==> src/common/tbr_defines.vh <==
/*
  Constants for the trace buffer readout and tagging block: register
  offsets, field positions, modes, sequencer states, buffer geometry.
  Assumes inclusion by bare name from the design file.
*/
`ifndef TBR_DEFINES_VH
`define TBR_DEFINES_VH

// ----------------------------------------
// register byte offsets
// ----------------------------------------
`define TBR_OFF_CTRL 8'h00
`define TBR_OFF_CMP0 8'h04
`define TBR_OFF_CMP1 8'h08
`define TBR_OFF_CNT 8'h0c
`define TBR_OFF_PORT 8'h10
`define TBR_OFF_PORTH 8'h14

// ----------------------------------------
// control fields and reset value
// ----------------------------------------
`define TBR_C_ARM 0
`define TBR_C_TSEL 1
`define TBR_C_MODE_LO 2
`define TBR_C_ALIGN_END 4
`define TBR_C_TAG_LO 5
`define TBR_C_EN_LO 7
`define TBR_CTRL_RST 9'h000
`define TBR_CMP_RW_CHK 19
`define TBR_CMP_RW_VAL 18

// ----------------------------------------
// trace modes, sequencer states, responses
// ----------------------------------------
`define TBR_MODE_NORMAL 2'h0
`define TBR_MODE_LOOP 2'h1
`define TBR_MODE_COMP 2'h3
`define TBR_SEQ_IDLE 2'h0
`define TBR_SEQ_ARMED 2'h1
`define TBR_SEQ_FINAL 2'h2
`define TBR_RESP_OK 2'h0
`define TBR_RESP_ERR 2'h2

// ----------------------------------------
// buffer geometry and row fill codes
// ----------------------------------------
`define TBR_ROWS 64
`define TBR_PTR_W 6
`define TBR_LAST_ROW 6'h3f
`define TBR_CNT_FULL 7'h40
`define TBR_FILL_BASE 2'h0
`define TBR_FILL_ONE 2'h1
`define TBR_FILL_TWO 2'h2
`define TBR_FILL_THREE 2'h3

`endif

==> src/rtl/tbr_top.v <==
/*
  Trace capture store with locked word readout over AXI4-Lite, compressed
  program-counter rows and opcode tagging feeding a small sequencer.
  Assumes one 10 MHz clock, trace/queue inputs synchronous to it, and
  that the buffer array sits outside any reset so rows survive it.
*/
`timescale 1ns/10ps
`default_nettype none
// Function
// - bit 3 marks source or destination
// - vector bit set forces destination bit
// - bits 1,0 hold pc bits 17,16
// - fill code gives base or 1-3 increments
// - new base row when pc[17:6] changes
// - increments offset from 64-address block start
// - first row, also after wrap, is base
// - readable only disarmed, selected, unsecured
// - arm locks; aligned word write unlocks
// - byte or misaligned reads give zero
// - oldest first; count never decrements on read
// - pointer at row 0 or oldest
// - high-half write rewinds pointer to oldest
// - row read as low word, then nibble
// - armed read gives junk, no advance
// - contents and count survive system reset
// - trace select clear reads all zeroes
// - tag select: immediate or tag opcode
// - begin alignment tag hit starts trace
// - end alignment tag hit breaks immediately
// - tagging ignores rw; word-accurate compare
// - background debug mode clears tagging
// - compressed row is 2+18 bits
`include "tbr_defines.vh"

module tbr_top (
  // clock and reset
  input wire clock,
  input wire rst_n,
  // axi4-lite slave
  input wire [7:0] s_axi_awaddr,
  input wire s_axi_awvalid,
  output reg s_axi_awready,
  input wire [31:0] s_axi_wdata,
  input wire [3:0] s_axi_wstrb,
  input wire s_axi_wvalid,
  output reg s_axi_wready,
  output reg [1:0] s_axi_bresp,
  output reg s_axi_bvalid,
  input wire s_axi_bready,
  input wire [7:0] s_axi_araddr,
  input wire s_axi_arvalid,
  output reg s_axi_arready,
  output reg [31:0] s_axi_rdata,
  output reg [1:0] s_axi_rresp,
  output reg s_axi_rvalid,
  input wire s_axi_rready,
  // trace source from the cpu
  input wire trc_valid,
  input wire [17:0] trc_pc,
  input wire trc_dest,
  input wire trc_vector,
  // bus address for comparators and queue head
  input wire bus_valid,
  input wire [17:0] bus_addr,
  input wire bus_rw,
  input wire head_valid,
  input wire [17:0] head_pc,
  // system state
  input wire secured,
  input wire background_debug_mode,
  // breakpoint request
  output reg brk_req
);

// ----------------------------------------
// reset release
// ----------------------------------------
reg rst_meta_n;
reg rst_s_n;
always @(posedge clock or negedge rst_n)
begin
  if (!rst_n)
  begin
    rst_meta_n <= 1'b0;
    rst_s_n <= 1'b0;
  end
  else
  begin
    rst_meta_n <= 1'b1;
    rst_s_n <= rst_meta_n;
  end
end

// word write with full strobes and bits 1,0 clear
function aligned_word;
  input [7:0] addr;
  input [3:0] strb;
  begin
    aligned_word = (addr[1:0] == 2'h0) && (strb == 4'hf);
  end
endfunction

// tag compares drop address bit 0
function word_eq;
  input [17:0] a;
  input [17:0] b;
  begin
    word_eq = (a[17:1] == b[17:1]);
  end
endfunction

// ----------------------------------------
// state
// ----------------------------------------
reg [8:0] ctrl;
reg [19:0] cmp [0:1];
reg [1:0] seq;
reg locked;
reg [5:0] rptr;
reg half;
reg [1:0] tag_pend;
reg sess_start;
reg [7:0] aw_addr;
reg aw_held;
reg [31:0] w_data;
reg [3:0] w_strb;
reg w_held;

reg [19:0] mem [0:`TBR_ROWS-1];
reg [5:0] wptr;
reg [6:0] cnt;
reg ovf;
reg [11:0] base_hi;
reg [19:0] cur;
reg [17:0] last_src;
reg fresh;

wire armed = ctrl[`TBR_C_ARM];
wire tsel = ctrl[`TBR_C_TSEL];
wire [1:0] mode = ctrl[`TBR_C_MODE_LO+1:`TBR_C_MODE_LO];
wire align_end = ctrl[`TBR_C_ALIGN_END];
wire [5:0] oldest = ovf ? wptr : 6'h00;

// ----------------------------------------
// comparators and tags
// ----------------------------------------
wire [1:0] hit_now;
wire [1:0] tag_set;
wire [1:0] tag_hit;
genvar gi;
generate
  for (gi = 0; gi < 2; gi = gi + 1)
  begin : g_cmp
    wire en = ctrl[`TBR_C_EN_LO+gi] & armed & ~background_debug_mode;
    wire tag = ctrl[`TBR_C_TAG_LO+gi];
    wire rw_ok = ~cmp[gi][`TBR_CMP_RW_CHK] |
      (bus_rw == cmp[gi][`TBR_CMP_RW_VAL]);
    assign hit_now[gi] = en & ~tag & bus_valid & rw_ok &
      (bus_addr == cmp[gi][17:0]);
    assign tag_set[gi] = en & tag & bus_valid &
      word_eq(bus_addr, cmp[gi][17:0]);
    assign tag_hit[gi] = en & tag_pend[gi] & head_valid &
      word_eq(head_pc, cmp[gi][17:0]);
  end
endgenerate

wire trig = (|hit_now) | (|tag_hit);
wire tracing = armed & (align_end ? (seq == `TBR_SEQ_ARMED) :
  (seq == `TBR_SEQ_FINAL));
wire cap = tracing & trc_valid;

// ----------------------------------------
// row formation
// ----------------------------------------
reg do_new;
reg do_upd;
reg [19:0] row;
wire [5:0] off = trc_pc[5:0];
wire [5:0] prev = wptr - 6'h01;
always @*
begin
  do_new = 1'b0;
  do_upd = 1'b0;
  row = {2'h0, trc_pc};
  if (cap)
  begin
    if (mode == `TBR_MODE_COMP)
    begin
      if (fresh || trc_pc[17:6] != base_hi)
      begin
        do_new = 1'b1;
        row = {`TBR_FILL_BASE, trc_pc};
      end
      else if (cur[19:18] == `TBR_FILL_BASE ||
        cur[19:18] == `TBR_FILL_THREE)
      begin
        do_new = 1'b1;
        if (wptr == 6'h00)
          row = {`TBR_FILL_BASE, trc_pc};
        else
          row = {`TBR_FILL_ONE, 12'h000, off};
      end
      else if (cur[19:18] == `TBR_FILL_ONE)
      begin
        do_upd = 1'b1;
        row = {`TBR_FILL_TWO, 6'h00, off, cur[5:0]};
      end
      else
      begin
        do_upd = 1'b1;
        row = {`TBR_FILL_THREE, off, cur[11:0]};
      end
    end
    else
    begin
      // loop mode drops repeats of the last source address only
      do_new = ~(mode == `TBR_MODE_LOOP && ~trc_dest && ~trc_vector &&
        trc_pc == last_src);
      row = {trc_dest | trc_vector, trc_vector, trc_pc};
    end
  end
end

wire full_evt = do_new & (wptr == `TBR_LAST_ROW);

// ----------------------------------------
// buffer store, kept out of reset
// ----------------------------------------
always @(posedge clock)
begin
  if (sess_start)
  begin
    wptr <= 6'h00;
    cnt <= 7'h00;
    ovf <= 1'b0;
    fresh <= 1'b1;
    cur <= 20'h00000;
  end
  else if (do_new)
  begin
    mem[wptr] <= row;
    cur <= row;
    wptr <= wptr + 6'h01;
    fresh <= 1'b0;
    if (row[19:18] == `TBR_FILL_BASE)
      base_hi <= trc_pc[17:6];
    if (~trc_dest)
      last_src <= trc_pc;
    if (cnt != `TBR_CNT_FULL)
      cnt <= cnt + 7'h01;
    if (wptr == `TBR_LAST_ROW)
      ovf <= 1'b1;
  end
  else if (do_upd)
  begin
    mem[prev] <= row;
    cur <= row;
  end
end

// ----------------------------------------
// readout data
// ----------------------------------------
wire [19:0] rd_row = mem[rptr];
wire [31:0] port_word = half ? {28'h0000000, rd_row[19:16]} :
  {16'h0000, rd_row[15:0]};

// ----------------------------------------
// bus write and control
// ----------------------------------------
wire aw_take = s_axi_awvalid & s_axi_awready;
wire w_take = s_axi_wvalid & s_axi_wready;
wire wr_go = aw_held & w_held & ~s_axi_bvalid;
wire wr_al = aligned_word(aw_addr, w_strb);
wire ar_take = s_axi_arvalid & s_axi_arready;
wire rd_al = (s_axi_araddr[1:0] == 2'h0);
wire rd_port = ar_take & (s_axi_araddr == `TBR_OFF_PORT);
wire rd_adv = rd_port & rd_al & tsel & ~armed & ~locked & ~secured;
reg next_aw_held;
reg next_w_held;
reg next_bvalid;
always @*
begin
  next_aw_held = (aw_held | aw_take) & ~wr_go;
  next_w_held = (w_held | w_take) & ~wr_go;
  next_bvalid = wr_go | (s_axi_bvalid & ~s_axi_bready);
end

always @(posedge clock or negedge rst_s_n)
begin
  if (!rst_s_n)
  begin
    s_axi_awready <= 1'b0;
    s_axi_wready <= 1'b0;
    s_axi_bvalid <= 1'b0;
    s_axi_bresp <= `TBR_RESP_OK;
    aw_held <= 1'b0;
    w_held <= 1'b0;
    aw_addr <= 8'h00;
    w_data <= 32'h00000000;
    w_strb <= 4'h0;
    ctrl <= `TBR_CTRL_RST;
    cmp[0] <= 20'h00000;
    cmp[1] <= 20'h00000;
    seq <= `TBR_SEQ_IDLE;
    locked <= 1'b1;
    rptr <= 6'h00;
    half <= 1'b0;
    tag_pend <= 2'h0;
    sess_start <= 1'b0;
    brk_req <= 1'b0;
  end
  else
  begin
    aw_held <= next_aw_held;
    w_held <= next_w_held;
    s_axi_bvalid <= next_bvalid;
    s_axi_awready <= ~next_aw_held & ~next_bvalid;
    s_axi_wready <= ~next_w_held & ~next_bvalid;
    if (aw_take)
      aw_addr <= s_axi_awaddr;
    if (w_take)
    begin
      w_data <= s_axi_wdata;
      w_strb <= s_axi_wstrb;
    end
    sess_start <= 1'b0;
    brk_req <= 1'b0;
    // sequencer; bus writes below override on the same edge
    if (background_debug_mode)
      tag_pend <= 2'h0;
    else
      // a fresh tag in the hit cycle must survive, so set wins
      tag_pend <= (tag_pend & ~tag_hit) | tag_set;
    if (seq == `TBR_SEQ_ARMED && trig)
    begin
      if (align_end)
      begin
        // end alignment: stop now and break before the opcode runs
        ctrl[`TBR_C_ARM] <= 1'b0;
        seq <= `TBR_SEQ_IDLE;
        brk_req <= 1'b1;
      end
      else
        seq <= `TBR_SEQ_FINAL;
    end
    if (seq == `TBR_SEQ_FINAL && full_evt)
    begin
      ctrl[`TBR_C_ARM] <= 1'b0;
      seq <= `TBR_SEQ_IDLE;
      brk_req <= 1'b1;
    end
    if (rd_adv)
    begin
      half <= ~half;
      if (half)
        rptr <= rptr + 6'h01;
    end
    if (wr_go)
    begin
      s_axi_bresp <= `TBR_RESP_OK;
      case (aw_addr)
        `TBR_OFF_CTRL:
        begin
          ctrl <= w_data[8:0];
          if (w_data[`TBR_C_ARM])
          begin
            locked <= 1'b1;
            tag_pend <= 2'h0;
            if (~armed)
            begin
              sess_start <= 1'b1;
              seq <= `TBR_SEQ_ARMED;
            end
          end
          else
            seq <= `TBR_SEQ_IDLE;
        end
        `TBR_OFF_CMP0: cmp[0] <= w_data[19:0];
        `TBR_OFF_CMP1: cmp[1] <= w_data[19:0];
        `TBR_OFF_CNT: s_axi_bresp <= `TBR_RESP_OK;
        `TBR_OFF_PORT:
        begin
          if (wr_al && ~armed)
          begin
            locked <= 1'b0;
            rptr <= oldest;
            half <= 1'b0;
          end
        end
        `TBR_OFF_PORTH:
        begin
          if (wr_al)
          begin
            rptr <= oldest;
            half <= 1'b0;
          end
        end
        default: s_axi_bresp <= `TBR_RESP_ERR;
      endcase
    end
  end
end

// ----------------------------------------
// bus read
// ----------------------------------------
always @(posedge clock or negedge rst_s_n)
begin
  if (!rst_s_n)
  begin
    s_axi_arready <= 1'b0;
    s_axi_rvalid <= 1'b0;
    s_axi_rdata <= 32'h00000000;
    s_axi_rresp <= `TBR_RESP_OK;
  end
  else
  begin
    if (ar_take)
    begin
      s_axi_arready <= 1'b0;
      s_axi_rvalid <= 1'b1;
      s_axi_rresp <= `TBR_RESP_OK;
      s_axi_rdata <= 32'h00000000;
      case (s_axi_araddr)
        `TBR_OFF_CTRL: s_axi_rdata <= {23'h000000, ctrl};
        `TBR_OFF_CMP0: s_axi_rdata <= {12'h000, cmp[0]};
        `TBR_OFF_CMP1: s_axi_rdata <= {12'h000, cmp[1]};
        `TBR_OFF_CNT:
          s_axi_rdata <= {20'h00000, seq, locked, ovf, 1'b0, cnt};
        `TBR_OFF_PORT:
        begin
          // armed reads with trace select set and unsecured hand back whatever row the pointer sits on
          if (tsel && ~secured && (armed || ~locked))
            s_axi_rdata <= port_word;
        end
        `TBR_OFF_PORTH: s_axi_rdata <= 32'h00000000;
        default:
        begin
          if (rd_al)
            s_axi_rresp <= `TBR_RESP_ERR;
        end
      endcase
    end
    else if (s_axi_rvalid && s_axi_rready)
    begin
      s_axi_rvalid <= 1'b0;
      s_axi_arready <= 1'b1;
    end
    else if (~s_axi_rvalid)
      s_axi_arready <= 1'b1;
  end
end

endmodule
`default_nettype wire

==> config.mk <==
export PLATFORM = sky130hd
export DESIGN_NAME = tbr_top
export DESIGN_NICKNAME = d
export VERILOG_FILES = /design/src/rtl/tbr_top.v
export VERILOG_INCLUDE_DIRS = /design/src /design/src/common
export SDC_FILE = /design/constraint.sdc
export NUM_CORES = 1
export LEC_CHECK = 0
export BUFFER_PORTS_ARGS = -buffer_cell sky130_fd_sc_hd__clkbuf_2
export CAP_MARGIN = 20
export CORE_UTILIZATION = 45
export CTS_BUF_LIST = sky130_fd_sc_hd__clkbuf_8
export DETAILED_ROUTE_END_ITERATION = 16
export PLACE_DENSITY = 0.61
export RECOVER_POWER = 50
export SETUP_SLACK_MARGIN = 0.3
export SYNTH_ARGS = -nofsm -noshare
export SYNTH_HDL_FRONTEND = slang
export SYNTH_SLANG_ARGS = --single-unit
==> constraint.sdc <==
create_clock -name clock -period 8.4 [get_ports clock]
set_input_delay 1.26 -clock clock [delete_from_list [all_inputs] [get_ports clock]]
set_output_delay 1.26 -clock clock [all_outputs]
set_load 0.005 [all_outputs]
==> impl_metrics.env, run 1 <==
export IMPL_total_power_w=0.0150
export IMPL_failed_checks="max-capacitance violations, max-slew violations"
export IMPL_clockRootBuffer="sky130_fd_sc_hd__clkbuf_8"
export IMPL_largest_net_degree_at_the_start_of_global_routing=119
export IMPL_routed_via_density=5.99
export IMPL_drt_first_pass_iters=5
export IMPL_synth_edff_count=1310
export IMPL_ys_async_sr_fraction_pct=8.60
export IMPL_detail_route_iter0_violations=3555
export IMPL_rsz0062_at_grt="false"
export IMPL_initial_core_util_pct=45.5
export IMPL_global_route_usage_total_pct=24.1
export IMPL_yosys_most_used_dff="sky130_fd_sc_hd__edfxtp_1"
export IMPL_setup_reg_to_reg_worst_slack_ns=1.84
export IMPL_dp_hpwl_um=96200
export IMPL_synthTopCellsByCount="sky130_fd_sc_hd__edfxtp_1, sky130_fd_sc_hd__mux4_2, sky130_fd_sc_hd__dfrtp_1, sky130_fd_sc_hd__nand2_1, sky130_fd_sc_hd__mux2_2"
export IMPL_synth_largest_type_area_fraction_pct=66.6
export IMPL_r2r_start="rptr[1]"
export IMPL_drive_gt1_share_pct=28.6
export IMPL_worst_slew_pin_transition_ns=3.49
export IMPL_cp_max_fo=47
export IMPL_grt_antenna_before_repair=7
export IMPL_layout_min_cycle_time_ns=6.56
export IMPL_placed_area_mm2=0.0628
export IMPL_clock_path_buffers=3
export IMPL_synth_area_mm2=0.0591
export IMPL_rr_worst_depth=6
export IMPL_power_per_cell_area_mw_per_mm2=224
export IMPL_finalWeightedCongestion=0.901
export IMPL_fp_dieArea_mm2=0.133
export IMPL_cts_buffers=224
export IMPL_synth_most_common_cell="sky130_fd_sc_hd__edfxtp_1"
export IMPL_synth_area_leader_cell="sky130_fd_sc_hd__edfxtp_1"
export IMPL_slew_limit_headroom_pct=-133
export IMPL_globalRouteOverflowTotal=0
export IMPL_postSynthRegisterBits=1465
export IMPL_timing_critical_path_from="rptr[1]"
export IMPL_area_overhead_of_the_layout_relative_to_synthesis_pct=12.8
export IMPL_critical_path_startpoint_type="flop"
export IMPL_tritoncts="yes"
export IMPL_wire_length_of_the_first_global_routing_pass_um=226000
export IMPL_layout_cell_area_non_filler_mm2=0.0667
export IMPL_finish_net_count=3454
export IMPL_min_period_over_period_pct=78.1
export IMPL_num_io_pins=163
export IMPL_critical_path_endpoint_category="flop"
export IMPL_result_of_the_run="finished with violations"
export IMPL_core_region_area_mm2=0.130
export IMPL_total_wire_length_um=159000
export IMPL_syn_avg_cell_area_um2=19.7
export IMPL_clock_pin_slew_reported_for_the_worst_setup_and_hold_paths_after_clock_tree_synthesis_ns=0.06
export IMPL_postCtsSetupBuffers=0
export IMPL_worst_endpoint_arrival_ns=7.33
export IMPL_buffers_on_ports=135
export IMPL_vertical_extent_of_the_die_um=364
export IMPL_synth_lib_cells_used_distinct=78
export IMPL_drt_drc_violations_left=0
export IMPL_critical_path_class="reg -> reg"
export IMPL_via_count_of_the_first_global_routing_pass=32100
export IMPL_power_leakage_nw=22.4
export IMPL_critPathCapture="s_axi_rdata[11]"
export IMPL_fmaxAchievable_mhz=152
export IMPL_max_rail_drop_vdd_mv=0.163
export IMPL_timing_clock_skew_ns=0.0678
export IMPL_synth_yosys_warnings=0
export IMPL_avgRoutedWirePerCell_um=30.2
export IMPL_min_path_type="in -> async"
export IMPL_layout_area_seq_mm2=0.0431
export IMPL_fin_setup_tns_ns=0
export IMPL_clkLatencyLatePin_ns=0.95
export IMPL_setup_violations_final=0
export IMPL_multi_input_comb_area_mm2=0.0157
export IMPL_cts_htree_levels=4
export IMPL_timing_critical_path_required_ns=9.17
export IMPL_filler_cell_count=10500
export IMPL_cts_hold_buf=0
export IMPL_route_vias_total=31500
export IMPL_max_cap_violations=23
export IMPL_hold_viol_final=0
export IMPL_cts_resized=0
export IMPL_netlist_instances=3007
export IMPL_synth_yosys_seq_area_share_pct=72.9
export IMPL_rr_endpoint="s_axi_rdata[11]"
export IMPL_slew_viol_final=996
export IMPL_num_rows=132
export IMPL_clock_sinks=1465
export IMPL_antenna_left=0
export IMPL_die_w_um=364
export IMPL_yosys_top_cells_area="sky130_fd_sc_hd__edfxtp_1, sky130_fd_sc_hd__mux4_2, sky130_fd_sc_hd__dfrtp_1"
==> placed cells by master (no fill, tap or decap), drive strengths merged, types with 9 or more instances in the layout <==
| cell | Yosys | layout |
|---|---|---|
| dfrtp | 125 | 125 |
| o21ai | 40 | 40 |
| xor2 | 79 | 79 |
| nor4 | 59 | 59 |
| a21oi | 42 | 42 |
| conb | 2 | 15 |
| and2 | 9 | 9 |
| inv | 16 | 88 |
| a211oi | 25 | 25 |
| buf | 97 | 96 |
| nor3 | 66 | 66 |
| clkbuf | 83 | 394 |
| a22oi | 20 | 20 |
| o22ai | 21 | 21 |
| xnor2 | 30 | 30 |
| mux2i | 69 | 69 |
| o211a | 12 | 12 |
| o31ai | 10 | 10 |
| nor2b | 15 | 15 |
| clkinv | 1 | 106 |
| mux2 | 96 | 96 |
| nor2 | 61 | 61 |
| o221ai | 13 | 13 |
| or4 | 9 | 9 |
| dfxtp | 29 | 29 |
| mux4 | 357 | 357 |
| nand2b | 17 | 17 |
| edfxtp | 1310 | 1310 |
| nand4 | 33 | 33 |
| nand2 | 102 | 102 |
| a221oi | 22 | 22 |
| nand3 | 27 | 27 |
==> how the worst min path moves through the flow <==
stage | endpoint | depth (start not counted) | slack, ns
floorplan | rst_s_n | 0 | 0.33
global placement | rst_s_n | 0 | 0.34
detailed placement | rst_s_n | 0 | 0.34
CTS | rst_meta_n | 1 | 0.03
global route | rst_meta_n | 1 | 0.08
finish | rst_meta_n | 1 | 0.13
==> final cells by class <==
class                   instances  area share, %
inverters                      17         0.0957
clock inverters               184           1.37
multi-input cells            1358           23.5
diodes                          6         0.0225
clock buffers                 229           4.73
well taps                    1742           3.27
repair buffers                261           2.37
flip-flops and latches       1465           64.6
==> sequential cells by signal (all words and copies together), names as in the netlist, 7 cells and up <==
signal,flops
s_axi_rdata,20
ctrl,9
aw_addr,8
last_src,18
base_hi,12
cur,14
w_data,20
cmp,40
cnt,7
mem,1280
==> power by group <==
part	total [W]	leakage (nW)	internal, W	switching [W]
sequential	0.00846	13.8	0.00818	0.000278
combinational	0.00110	6.34	0.000413	0.000686
clock	0.00539	2.33	0.00263	0.00276
total	0.0150	22.4	0.0112	0.00372
==> cells by family (layout without fill, tap and decap cells) <==
group | Yosys count | in the layout | share of synthesized area [%]
buf+inv | 197 | 691 | 1.62
flops | 1465 | 1465 | 72.9
fa+ha+maj | 6 | 6 | 0.127
mux | 522 | 522 | 16.6
other cells | 2 | 21 | 0.0127
compound gates | 256 | 256 | 3.09
xor+xnor | 109 | 109 | 1.62
simple gates | 450 | 450 | 4.05
==> layer usage <==
layer	part of all wire (%)	global-route usage [%]	vias to the layer above
met5	0	0	-
met4	3.2	8.87	0
met3	7.8	5.00	248
met2	48	38.5	1417
met1	41	32.7	16800
li1	-	-	13100
==> metrics by stage <==
stage	instances	util, %	setup WS [ns]	hold WS [ns]
global placement	4834	48.3	2.63	0.340
finish	5262	51.3	1.84	0.134
detailed placement	4838	48.4	2.89	0.336
CTS	5251	51.5	3.79	0.0310
floorplan	3020	-	2.34	0.331
global route	5258	51.3	1.73	0.0770
==> critical path: stages, from the launching register on <==
cell and delay [ns]:
sky130_fd_sc_hd__dfrtp_1 2.12, sky130_fd_sc_hd__clkbuf_1 2.27, sky130_fd_sc_hd__mux4_2 0.50, sky130_fd_sc_hd__mux4_2 0.49, sky130_fd_sc_hd__mux2i_1 0.49, sky130_fd_sc_hd__a221o_1 0.31
sky130_fd_sc_hd__o211ai_1 0.10
Power figures use the tool's default switching activity.
==> inputs of run 2 (changes only) <==
- PLACE_DENSITY: 0.61 -> 0.63
- clock period: 8.4 -> 5.55 ns (I/O delays scaled with it)
==> run 2 against run 1 <==
- critical path type unchanged
- total power increased by 53%
- clock power increased by 55%
- final cell count increased by 0.80%
- clock skew decreased by 0.020 ns
- combinational power increased by 53%
- the run still ends with max-capacitance violations, max-slew violations left
- final area increased by 0.70%
- flip-flop and latch count unchanged
- sequential power increased by 51%
- critical path depth increased by 1
- non-clock buffer count increased by 33
- core utilization increased by 0.36 points
==> impl_metrics.env, run 2 (synthesized netlist as in run 1, its figures left out) <==
export IMPL_result_of_the_run="finished with violations"
export IMPL_failed_checks="max-capacitance violations, max-slew violations"
export IMPL_path_buf_inv=2
export IMPL_hold_viol_final=0
export IMPL_num_io_pins=163
export IMPL_hold_ws_ns=0.128
export IMPL_clock_path_buffers=3
export IMPL_detail_route_iter0_violations=3406
export IMPL_path_cells="or3b_1 -> a21oi_1 -> clkbuf_1 -> o31a_1 -> nand2_4 -> nor3_1 -> clkbuf_1"
export IMPL_met3RoutedLength_um=13300
export IMPL_num_rows=132
export IMPL_mostFrequentLayoutCells="sky130_fd_sc_hd__edfxtp_1, sky130_fd_sc_hd__mux4_2, sky130_fd_sc_hd__clkbuf_8, sky130_fd_sc_hd__dfrtp_1"
export IMPL_layout_min_cycle_time_ns=4.62
export IMPL_via_count_of_the_first_global_routing_pass=32400
export IMPL_min_path_type="in -> reg"
export IMPL_tritoncts="yes"
export IMPL_drt_first_pass_iters=7
export IMPL_critical_path_endpoint_category="flop"
export IMPL_critical_path_startpoint_type="flop"
export IMPL_cp_max_fo=44
export IMPL_worst_endpoint_arrival_ns=5.15
export IMPL_slew_viol_final=1014
export IMPL_largest_net_degree_at_the_start_of_global_routing=77
export IMPL_finalWeightedCongestion=0.884
export IMPL_max_flop_register="mem"
export IMPL_max_cap_violations=24
export IMPL_grt_antenna_before_repair=9
export IMPL_cts_hold_buf=1
export IMPL_worst_slew_pin_transition_ns=2.69
export IMPL_clockRootBuffer="sky130_fd_sc_hd__clkbuf_8"
export IMPL_buffers_on_ports=135
export IMPL_route_met2_wl_um=77900
export IMPL_critical_path_class="reg -> reg"
export IMPL_global_route_usage_total_pct=24.0
export IMPL_postCtsSetupBuffers=0
export IMPL_fmaxAchievable_mhz=216
export IMPL_setup_ws_ns=0.930
export IMPL_topRoutingLayerUsed="met5"
export IMPL_clock_sinks=1465
export IMPL_timing_clock_skew_ns=0.0473
export IMPL_power_per_cell_area_mw_per_mm2=340
export IMPL_slew_limit_headroom_pct=-79.4
export IMPL_cts_htree_levels=4
export IMPL_placed_area_mm2=0.0631
export IMPL_avgRoutedWirePerCell_um=29.8
export IMPL_layout_cell_area_non_filler_mm2=0.0671
export IMPL_r2r_start="seq[1]"
export IMPL_mostFrequentLayoutCell="sky130_fd_sc_hd__edfxtp_1"
export IMPL_timing_critical_path_required_ns=6.08
export IMPL_dp_worst_setup_slack_ns=1.06
export IMPL_met1Wirelength_um=61800
export IMPL_crit_slowest_cell="sky130_fd_sc_hd__clkbuf_1"
export IMPL_antenna_left=0
export IMPL_vertical_extent_of_the_die_um=364
export IMPL_hold_path_startpoint="s_axi_wvalid"
export IMPL_routed_via_density=5.96
export IMPL_wire_length_of_the_first_global_routing_pass_um=227000
export IMPL_rsz0062_at_grt="false"
export IMPL_area_overhead_of_the_layout_relative_to_synthesis_pct=13.6
export IMPL_fin_setup_tns_ns=0
export IMPL_dp_cells=4868
export IMPL_layout_cells_non_filler=5304
export IMPL_power_leakage_nw=22.7
export IMPL_total_wire_length_um=158000
export IMPL_max_reg_flops=1280
export IMPL_die_w_um=364
export IMPL_critical_path_max_stage_delay_ns=1.29
export IMPL_critical_path_top_delay_family="buffers and inverters"
export IMPL_min_period_over_period_pct=83.2
export IMPL_route_vias_total=31600
export IMPL_setup_violations_final=0
export IMPL_initial_core_util_pct=45.5
export IMPL_clock_pin_slew_reported_for_the_worst_setup_and_hold_paths_after_clock_tree_synthesis_ns=0.07
export IMPL_clkLatencyLatePin_ns=0.95
export IMPL_max_rail_drop_vdd_mv=0.209
export IMPL_globalRouteOverflowTotal=0
export IMPL_finish_net_count=3489
export IMPL_dp_hpwl_um=97700
export IMPL_cts_resized=0
export IMPL_timing_critical_path_from="seq[1]"
export IMPL_cts_buffers=226
export IMPL_fp_dieArea_mm2=0.133
export IMPL_most_frequent_cp_cell="sky130_fd_sc_hd__clkbuf_1"
export IMPL_drt_drc_violations_left=0
export IMPL_drive_gt1_share_pct=29.1
export IMPL_reg_largest_list="mem (1280), cmp (40)"
export IMPL_core_region_area_mm2=0.130
run 2: cell count changes in the layout (fill, tap and decap cells not counted), moves of 3 or more:
cell and change:
sky130_fd_sc_hd__inv_1 +7, sky130_fd_sc_hd__clkinv_2 -12, sky130_fd_sc_hd__a211oi_4 -3, sky130_fd_sc_hd__mux2i_2 -3, sky130_fd_sc_hd__buf_12 +8, sky130_fd_sc_hd__clkbuf_8 +6, sky130_fd_sc_hd__a211oi_1 +3, sky130_fd_sc_hd__buf_4 +16
sky130_fd_sc_hd__clkbuf_2 +13, sky130_fd_sc_hd__clkbuf_1 -5, sky130_fd_sc_hd__mux2i_1 +3, sky130_fd_sc_hd__diode_2 +4
run 2: path summary, 6_finish.rpt:
check,to,slack [ns],cells after the start
setup / recovery,mem[0][8],0.93,7
hold / removal,s_axi_wready,0.13,2
setup reg to reg,mem[0][8],0.93,7
hold reg to reg,ctrl[2],0.24,0
max in group asynchronous,w_strb[0],2.37,1
min in group asynchronous,rst_s_n,0.22,2
run 2: through the flow:
step	util, %	total power [W]
finish	51.7	0.0228
global route	51.7	0.0236
CTS	51.8	0.0230
detailed placement	48.6	0.0147
global placement	48.6	0.0146
floorplan	-	0.0139
run 2: per-layer routing:
metal,global-route usage (%),vias up
li1,-,13200
met5,0,-
met1,31.8,16700
met4,9.51,2
met3,5.06,272
met2,39.0,1506
run 2: area by class of cell:
cell class                 instances  area (um2)
inverter                          17        63.8
tap                             1742        2180
sequential                      1465       43100
timing repair buffer             294        1910
clock buffer                     235        3230
clock inverter                   183         967
fill                           10400       62700
multi-input combinational       1358       15700
antenna                           10        25.0
run 2: where the power goes:
group	switching, W	internal, W	total [W]
sequential	0.000383	0.0124	0.0128
clock	0.00420	0.00418	0.00837
combinational	0.00105	0.000633	0.00168
